**src/hdl/scc_defines.svh**
```systemverilog
// constants for the system control coprocessor register port
// assumes inclusion by bare name from package and design files
`ifndef SCC_DEFINES_SVH
`define SCC_DEFINES_SVH

// register location of the identification words
`define SCC_REG_ID 4'h0
`define SCC_OP2_CACHE 3'h1
// identification word fields
`define SCC_SPEC_REV 4'h0
`define SCC_ARCH_CODE 4'h2
// cache geometry word fields
`define SCC_CTYPE_CLASS 4'h6
`define SCC_HARVARD 1'h1
`define SCC_GEO_RSVD 3'h0
`define SCC_GEO_SIZE 3'h4
`define SCC_GEO_ASSOC 3'h6
`define SCC_GEO_MULT 1'h0
`define SCC_GEO_LEN 2'h2
// processor mode that is unprivileged
`define SCC_MODE_USER 5'h10

`endif

```
**src/hdl/scc_pkg.sv**
```systemverilog
// types for the system control coprocessor register port
// assumes scc_defines.svh is on the include path
package scc_pkg;
`include "scc_defines.svh"

	// one coprocessor instruction as presented by the core
	typedef struct packed {
		logic valid;
		logic is_transfer;
		logic is_data_op;
		logic is_load_store;
		logic dir_read;
		logic [2:0] opc1;
		logic [3:0] primary_reg_select;
		logic [3:0] secondary_reg_select;
		logic [2:0] opc2;
		logic [4:0] mode;
	} scc_req_t;

	// answer to the core
	typedef struct packed {
		logic rd_valid;
		logic wr_done;
		logic undef_trap;
		logic [31:0] rd_data;
	} scc_rsp_t;

	typedef enum logic [2:0] {
		SCC_ST_IDLE = 3'b001,
		SCC_ST_ANSWER = 3'b010,
		SCC_ST_TRAP = 3'b100
	} scc_state_t;

endpackage : scc_pkg

```
**src/hdl/scc_coproc_port.sv**
```systemverilog
// register access port of the system control coprocessor
// assumes the core holds each instruction for one cycle with valid high
`timescale 1ns/1ps
`default_nettype none
`include "scc_defines.svh"

module scc_coproc_port
	import scc_pkg::*;
#(
	// arbitrary neutral identity values
	parameter logic [7:0] IMPLEMENTER = 8'h5A,
	parameter logic [11:0] PART_NUMBER = 12'h123,
	parameter logic [3:0] LAYOUT_REV = 4'h0
)
(
	// clock and reset
	input wire logic clk_sys,
	input wire logic resetn,
	input wire logic clk_en,
	// strap
	input wire logic vector_high_init_pin,
	// core side
	input wire scc_req_t req,
	output scc_rsp_t rsp,
	// state shown to the rest of the coprocessor
	output logic vector_high_ff
);

	// ======================================================
	// decode
	function automatic logic is_privileged(input logic [4:0] mode);
		return mode != `SCC_MODE_USER;
	endfunction : is_privileged

	function automatic logic [11:0] geo_field();
		return {`SCC_GEO_RSVD, `SCC_GEO_SIZE, `SCC_GEO_ASSOC, `SCC_GEO_MULT, `SCC_GEO_LEN};
	endfunction : geo_field

	logic trap_cond;
	logic accept;
	logic [31:0] nxt_rd_data;
	logic [31:0] id_word;
	logic [31:0] geo_word;
	scc_state_t state_ff;
	scc_rsp_t rsp_ff;
	logic strap_pending_ff;

	assign id_word = {IMPLEMENTER, `SCC_SPEC_REV, `SCC_ARCH_CODE, PART_NUMBER, LAYOUT_REV};
	// class and reserved top bits; harvard bit
	assign geo_word = {3'h0, `SCC_CTYPE_CLASS, `SCC_HARVARD, geo_field(), geo_field()};

	assign trap_cond = req.valid && (req.is_data_op || req.is_load_store
		|| (req.is_transfer && !is_privileged(req.mode)));
	assign accept = req.valid && req.is_transfer && is_privileged(req.mode)
		&& !req.is_data_op && !req.is_load_store;

	// primary select, second opcode picks the word
	// every other location reads zero and ignores writes, so no value harms state
	always_comb
	begin
		nxt_rd_data = 32'h0;
		if (req.primary_reg_select == `SCC_REG_ID)
		begin
			// cache geometry, id for all other codes
			if (req.opc2 == `SCC_OP2_CACHE)
				nxt_rd_data = geo_word;
			else
				nxt_rd_data = id_word;
		end
	end

	// ======================================================
	// answer sequencing
	always_ff @(posedge clk_sys or negedge resetn)
	begin
		if (!resetn)
		begin
			state_ff <= SCC_ST_IDLE;
			rsp_ff <= '0;
		end
		else if (clk_en)
		begin
			rsp_ff <= '0;
			state_ff <= SCC_ST_IDLE;
			case (1'b1)
				trap_cond:
				begin
					rsp_ff.undef_trap <= 1'b1;
					state_ff <= SCC_ST_TRAP;
				end
				accept:
				begin
					state_ff <= SCC_ST_ANSWER;
					if (req.dir_read)
					begin
						rsp_ff.rd_valid <= 1'b1;
						rsp_ff.rd_data <= nxt_rd_data;
					end
					else
						rsp_ff.wr_done <= 1'b1;
				end
				default:
					state_ff <= SCC_ST_IDLE;
			endcase
		end
	end

	assign rsp = rsp_ff;

	// ======================================================
	// high-vector bit, caught from the pin just after reset release
	// async reset may only load a constant, so the strap is taken on the first edge with clk_en high
	always_ff @(posedge clk_sys or negedge resetn)
	begin
		if (!resetn)
		begin
			strap_pending_ff <= 1'b1;
			vector_high_ff <= 1'b0;
		end
		else if (clk_en && strap_pending_ff)
		begin
			strap_pending_ff <= 1'b0;
			vector_high_ff <= vector_high_init_pin;
		end
	end

	// ======================================================
	// checks
	a_trap_next: assert property (@(posedge clk_sys) disable iff (!resetn)
		clk_en && trap_cond |=> rsp.undef_trap && !rsp.rd_valid)
		else $error("refused instruction did not trap");
	a_priv_read: assert property (@(posedge clk_sys) disable iff (!resetn)
		clk_en && accept && req.dir_read |=> rsp.rd_valid && !rsp.undef_trap)
		else $error("privileged read not answered");
	a_id_word: assert property (@(posedge clk_sys) disable iff (!resetn)
		clk_en && accept && req.dir_read && req.primary_reg_select == 4'h0 && req.opc2 != 3'h1
		|=> rsp.rd_data == {IMPLEMENTER, 8'h02, PART_NUMBER, LAYOUT_REV})
		else $error("id word wrong");
	a_geo_word: assert property (@(posedge clk_sys) disable iff (!resetn)
		clk_en && accept && req.dir_read && req.primary_reg_select == 4'h0 && req.opc2 == 3'h1
		|=> rsp.rd_data == 32'h0D132132)
		else $error("cache geometry word wrong");
	a_write_dir: assert property (@(posedge clk_sys) disable iff (!resetn)
		clk_en && accept && !req.dir_read |=> rsp.wr_done && !rsp.rd_valid)
		else $error("write shown as read");
	a_quiet_idle: assert property (@(posedge clk_sys) disable iff (!resetn)
		clk_en && !req.valid |=> rsp == '0)
		else $error("answer without request");
	a_strap_load: assert property (@(posedge clk_sys) disable iff (!resetn)
		clk_en && strap_pending_ff |=> vector_high_ff == $past(vector_high_init_pin)
		&& !strap_pending_ff)
		else $error("vector bit not strapped");
	a_freeze: assert property (@(posedge clk_sys) disable iff (!resetn)
		!clk_en |=> $stable(rsp))
		else $error("answer changed while frozen");

	// ======================================================
	// answer shape and high-vector bit checks
	a_state_onehot: assert property (@(posedge clk_sys) disable iff (!resetn)
		$onehot(state_ff))
		else $error("answer state not one-hot");

	a_state_answer: assert property (@(posedge clk_sys) disable iff (!resetn)
		state_ff == SCC_ST_ANSWER |-> rsp.rd_valid || rsp.wr_done)
		else $error("answer state without answer");

	a_state_trap: assert property (@(posedge clk_sys) disable iff (!resetn)
		state_ff == SCC_ST_TRAP |-> rsp.undef_trap)
		else $error("trap state without trap");

	a_trap_nodata: assert property (@(posedge clk_sys) disable iff (!resetn)
		rsp.undef_trap |-> rsp.rd_data == 32'h0 && !rsp.wr_done)
		else $error("trap carried data");

	a_pulse_single: assert property (@(posedge clk_sys) disable iff (!resetn)
		$onehot0({rsp.rd_valid, rsp.wr_done, rsp.undef_trap}))
		else $error("more than one answer kind");

	a_data_gated: assert property (@(posedge clk_sys) disable iff (!resetn)
		!rsp.rd_valid |-> rsp.rd_data == 32'h0)
		else $error("read data without read");

	a_user_noxfer: assert property (@(posedge clk_sys) disable iff (!resetn)
		clk_en && req.valid && req.is_transfer && req.mode == 5'h10
		|=> !rsp.rd_valid && !rsp.wr_done)
		else $error("user transfer accepted");

	a_dataop_trap: assert property (@(posedge clk_sys) disable iff (!resetn)
		clk_en && req.valid && req.is_data_op |=> rsp.undef_trap)
		else $error("data operation not trapped");

	a_ldst_trap: assert property (@(posedge clk_sys) disable iff (!resetn)
		clk_en && req.valid && req.is_load_store |=> rsp.undef_trap)
		else $error("load or store not trapped");

	a_other_reg: assert property (@(posedge clk_sys) disable iff (!resetn)
		clk_en && accept && req.dir_read && req.primary_reg_select != 4'h0 |=> rsp.rd_data == 32'h0)
		else $error("other register read not zero");

	a_write_quiet: assert property (@(posedge clk_sys) disable iff (!resetn)
		clk_en && accept && !req.dir_read |=> rsp.rd_data == 32'h0)
		else $error("write returned data");

	a_vector_hold: assert property (@(posedge clk_sys) disable iff (!resetn)
		!strap_pending_ff |=> $stable(vector_high_ff))
		else $error("vector bit moved after strap");

	a_strap_freeze: assert property (@(posedge clk_sys) disable iff (!resetn)
		strap_pending_ff && !clk_en |=> $stable(vector_high_ff) && strap_pending_ff)
		else $error("strap taken while frozen");

	// ======================================================
	// field checks on reads of register 0
	logic id_read;
	logic geo_read;
	assign id_read = clk_en && accept && req.dir_read && req.primary_reg_select == 4'h0
		&& req.opc2 != 3'h1;
	assign geo_read = clk_en && accept && req.dir_read && req.primary_reg_select == 4'h0
		&& req.opc2 == 3'h1;

	a_id_arch: assert property (@(posedge clk_sys) disable iff (!resetn)
		id_read |=> rsp.rd_data[23:16] == 8'h02)
		else $error("id revision or architecture wrong");

	a_id_maker: assert property (@(posedge clk_sys) disable iff (!resetn)
		id_read |=> rsp.rd_data[31:24] == IMPLEMENTER && rsp.rd_data[15:4] == PART_NUMBER)
		else $error("id maker or part wrong");

	a_geo_top: assert property (@(posedge clk_sys) disable iff (!resetn)
		geo_read |=> rsp.rd_data[31:29] == 3'h0 && rsp.rd_data[28:25] == 4'h6)
		else $error("cache class wrong");

	a_geo_harvard: assert property (@(posedge clk_sys) disable iff (!resetn)
		geo_read |=> rsp.rd_data[24] == 1'b1)
		else $error("separate cache bit wrong");

	a_geo_rsvd: assert property (@(posedge clk_sys) disable iff (!resetn)
		geo_read |=> rsp.rd_data[23:21] == 3'h0 && rsp.rd_data[11:9] == 3'h0)
		else $error("geometry reserved bits wrong");

	a_geo_size: assert property (@(posedge clk_sys) disable iff (!resetn)
		geo_read |=> rsp.rd_data[20:18] == 3'h4 && rsp.rd_data[8:6] == 3'h4)
		else $error("cache size code wrong");

	a_geo_assoc: assert property (@(posedge clk_sys) disable iff (!resetn)
		geo_read |=> rsp.rd_data[17:15] == 3'h6 && rsp.rd_data[5:3] == 3'h6)
		else $error("associativity code wrong");

	a_geo_mult: assert property (@(posedge clk_sys) disable iff (!resetn)
		geo_read |=> rsp.rd_data[14] == 1'b0 && rsp.rd_data[2] == 1'b0)
		else $error("multiplier bit wrong");

	a_geo_len: assert property (@(posedge clk_sys) disable iff (!resetn)
		geo_read |=> rsp.rd_data[13:12] == 2'h2 && rsp.rd_data[1:0] == 2'h2)
		else $error("line length code wrong");

endmodule : scc_coproc_port
`default_nettype wire

```
**config.mk**
```make
export PLATFORM = sky130hd
export DESIGN_NAME = scc_coproc_port
export DESIGN_NICKNAME = d
export VERILOG_FILES = /design/src/hdl/scc_pkg.sv /design/src/hdl/scc_coproc_port.sv
export VERILOG_INCLUDE_DIRS = /design/src /design/src/hdl
export SDC_FILE = /design/constraint.sdc
export NUM_CORES = 1
export LEC_CHECK = 0
export ABC_AREA = 1
export BUFFER_PORTS_ARGS = -buffer_cell sky130_fd_sc_hd__buf_2
export CORE_ASPECT_RATIO = 0.75
export CORE_MARGIN = 8
export CORE_UTILIZATION = 25
export CTS_BUF_LIST = sky130_fd_sc_hd__clkbuf_8
export CTS_CLUSTER_DIAMETER = 120
export DETAILED_ROUTE_END_ITERATION = 10
export PLACE_DENSITY_LB_ADDON = 0.08
export SLEW_MARGIN = 15
export SYNTH_ARGS = -nofsm -noshare
export SYNTH_HDL_FRONTEND = slang
export SYNTH_SLANG_ARGS = --single-unit
```
**constraint.sdc**
```tcl
create_clock -name clk_sys -period 1.2 [get_ports clk_sys]
set_input_delay 0.06 -clock clk_sys [delete_from_list [all_inputs] [get_ports clk_sys]]
set_output_delay 0.06 -clock clk_sys [all_outputs]
set_load 0.05 [all_outputs]
```
* After elaboration in Yosys (flattened, before gate mapping)
Index checks and enable logic that the tools add are counted.
Word-level totals: input bits 28, flip-flop bits (word level) 37, logic and storage cells 31, output and inout port bits 36
Operators by class: eq/ne operators 2, reductions and logical operators 13, muxes and demuxes 10
Operators by type and width (number):
- two-way mux 31 bit | 3
- two-way mux 32 bit | 2
- logical AND 1 bit | 7
- inequality test 5 bit, second input constant | 1
- zero test 4 bit | 1
- two-way mux 2 bit | 2
- == test 3 x 1 -> 1 bit, second input constant | 1
- zero test 1 bit | 3
- two-way mux 1 bit | 3
- logical OR 1 bit | 2

* Depth between registers and ports, before layout
word-level depth 6, gate-level depth with buffers 6, gate-level depth less buffers 6

* Worst setup path before layout
No wires, ideal clock.
kind register to output, from reg, netlist name rsp[26], to out rsp[13] (netlist name), setup slack 145 ps, required time 1140 ps, path buffers 1, stages on the path, launching flop included 2, arrival time 995 ps, cells stage by stage dfrtp_1 buf_4
RTL lines:
- end: declaration | RTL line scc_coproc_port.sv:24 | output scc_rsp_t rsp,

==> impl_metrics.tcl <==
set metrics [dict create \
    cts_tree "built" \
    grt_overflow 0 \
    grt_pass1_wl_um 2332 \
    cts_buffers 3 \
    routedWlPerCell_um 9.861 \
    syn_avg_cell_area_sq_um 7.597 \
    leakage_nw 0.4912 \
    path_class "flip-flop to output port" \
    synthToLayoutAreaGrowth_pct 21.76 \
    grt_max_degree 9 \
    cts.clk_slew.worst_paths_ps 40 \
    fin_cells 151 \
    path_delay_family "flip-flops" \
    slowest_delay_ps 420 \
    place_inst 146 \
    grt_pass1_vias 556 \
    htree_levels 1 \
    syn_area_sq_um 638.1 \
    antenna_cells 0 \
    cpMaxStageDelayCell "dfrtp_1" \
    viasPerCell 3.444 \
    synth_warnings 0 \
    top_level_ports 64 \
    finalWirelength_um 1489 \
    register_area_sq_um 201.4 \
    hpwl_um 1319 \
    setup_viol 0 \
    rows 16 \
    drive_gt1_share_pct 40.87 \
    post_cts_resized 0 \
    cts-root-buf "clkbuf_8" \
    min_period_ps 1005 \
    start_util_pct 25.30 \
    crit_chain "buf_2" \
    die_w_um 74.34 \
    yosysSeqAreaShare_pct 31.57 \
    ir_worst_vdd_mv 0.2855 \
    setup_tns_ps 0 \
    start_kind "flip-flop" \
    synth_cells 84 \
    hp-class "input pin to flip-flop" \
    die_h_um 59.76 \
    finClkSkew_ps 0.04992 \
    synth_top_area_share_pct 34.12 \
    critPathMaxFanout 8 \
    maxSlewViolCount 0 \
    vias 520 \
    core_sq_um 2522 \
    num-fill-cells 304 \
    run_status "finished, final reports clean" \
    ys.flop_type "dfrtp_1" \
    max_freq_mhz 995.3 \
    synthDistinctLibCells 14 \
    portBuffers 40 \
    antenna_found_initial 0 \
    rsz0062_at_grt "false" \
    path_buf_inv 1 \
    gp_congestion 0.6400 \
    async_flop_share_pct 100.0 \
    postRouteAntennaNets 0 \
    yosys-top-cells-count "buf_4 (29), nand2_1 (15), inv_1 (10), nor2_1 (8), dfrtp_1 (7)" \
    ys_top_cells_by_area "buf_4 (34%), dfrtp_1 (27%), nand2_1 (8.8%), inv_1 (5.9%), nor2_1 (4.7%)" \
    drt_iter0_drc 20 \
    insertion_delay_ps 220 \
    ctsLongestPathBuffers 2 \
    multi_input_area_sq_um 237.7 \
    nNetsFinal 144 \
    synth-edff-count 0 \
    p_per_area_nw_per_um2 1069 \
    finalHoldViolCount 0 \
    maxCapViolCount 0 \
    cp.arrival_ps 940 \
    route.detailed.drc 0 \
    yosys.area.top_type "buf_4" \
    period_share_pct 83.73 \
    cts_sinks 8 \
    required_ps 1140 \
    grtUsageTotal_pct 6.959 \
    synth.most_common_cell "buf_4" \
    die_area_sq_um 4442 \
    worstSetupEndpointType "output port" \
    ys_ff_latch 8 \
    dr.pass1.iters 4 \
]
==> layout by cell type (no fill, tap or decap), types with 2 or more instances in the layout <==
| cell | Yosys | final |
|---|---|---|
| o21ai_1 | 2 | 2 |
| dfrtp_1 | 7 | 7 |
| nand4_1 | 3 | 3 |
| nand3_2 | 2 | 2 |
| nand2_1 | 15 | 15 |
| conb_1 | 1 | 16 |
| inv_1 | 10 | 11 |
| clkbuf_8 | 0 | 3 |
| o21bai_1 | 2 | 2 |
| nand3_1 | 2 | 2 |
| buf_2 | 0 | 40 |
| nor2_1 | 8 | 8 |
==> layout make-up <==
type	instances	share of cell area, %
clock buffer	3	5.314
clock inverter	1	0.4831
inverter	10	4.831
multi-input combinational	52	30.60
sequential	8	25.93
tap	36	5.797
timing repair buffer	41	27.05
==> power breakdown <==
part           switching, mW  internal [mW]
Clock                  0.104          0.221
Sequential           0.00349          0.279
Combinational          0.182         0.0414
==> cell families (layout without fill, tap and decap cells) <==
kind of cell / after synthesis / after routing / share of synthesized area (%)
simple gates: 32 / 32 / 23.92
compound gates: 4 / 4 / 3.921
buf+inv: 39 / 55 / 40.00
flops: 8 / 8 / 31.57
other cells: 1 / 16 / 0.5877
==> through the flow <==
step           hold WS, ps  total power, mW  instance area, sq um  utilization [%]  setup WS, ps
6_report             47.66           0.8306                 777.0            30.80         195.3
5_1_grt              63.43           0.8817                 777.0            30.80         127.8
4_1_cts              40.90           0.8457                 777.0            30.80         171.6
3_5_place_dp        -84.36           0.5069                 721.9            28.62         353.2
3_3_place_gp        -80.47           0.5062                 721.9            28.62         365.6
2_1_floorplan       -235.6           0.4921                 694.4                -         145.1
==> what timing repair did <==
action / 4_1_cts / 5_1_grt
setup buffers: 0 / 0
setup endpoints to repair: 0 / 0
hold endpoints to repair: 8 / 0
hold buffers: 1 / 0
==> sequential cells by signal, indices dropped and copies added (netlist names) <==
signal and flops:
vector_high_ff 1, rsp 6, strap_pending_ff 1
==> per-layer routing <==
layer	global-route usage (%)	up-vias	part of all wire (%)
met4	3.333	0	0
li1	-	272	-
met5	0	-	0
met2	9.250	45	36
met3	3.853	0	18
met1	8.716	203	46
==> final timing paths <==
kind	from	to	slack, ps	cells past startpoint
min in group asynchronous	resetn	rsp[32]	210	2
min	req[19]	rsp[33]	50	2
max reg2reg	strap_pending_ff	vector_high_ff	350	3
min reg2reg	strap_pending_ff	strap_pending_ff	460	2
max	rsp[26]	rsp[1]	200	1
max in group asynchronous	resetn	strap_pending_ff	760	2
(Power assumes the default switching activity.)
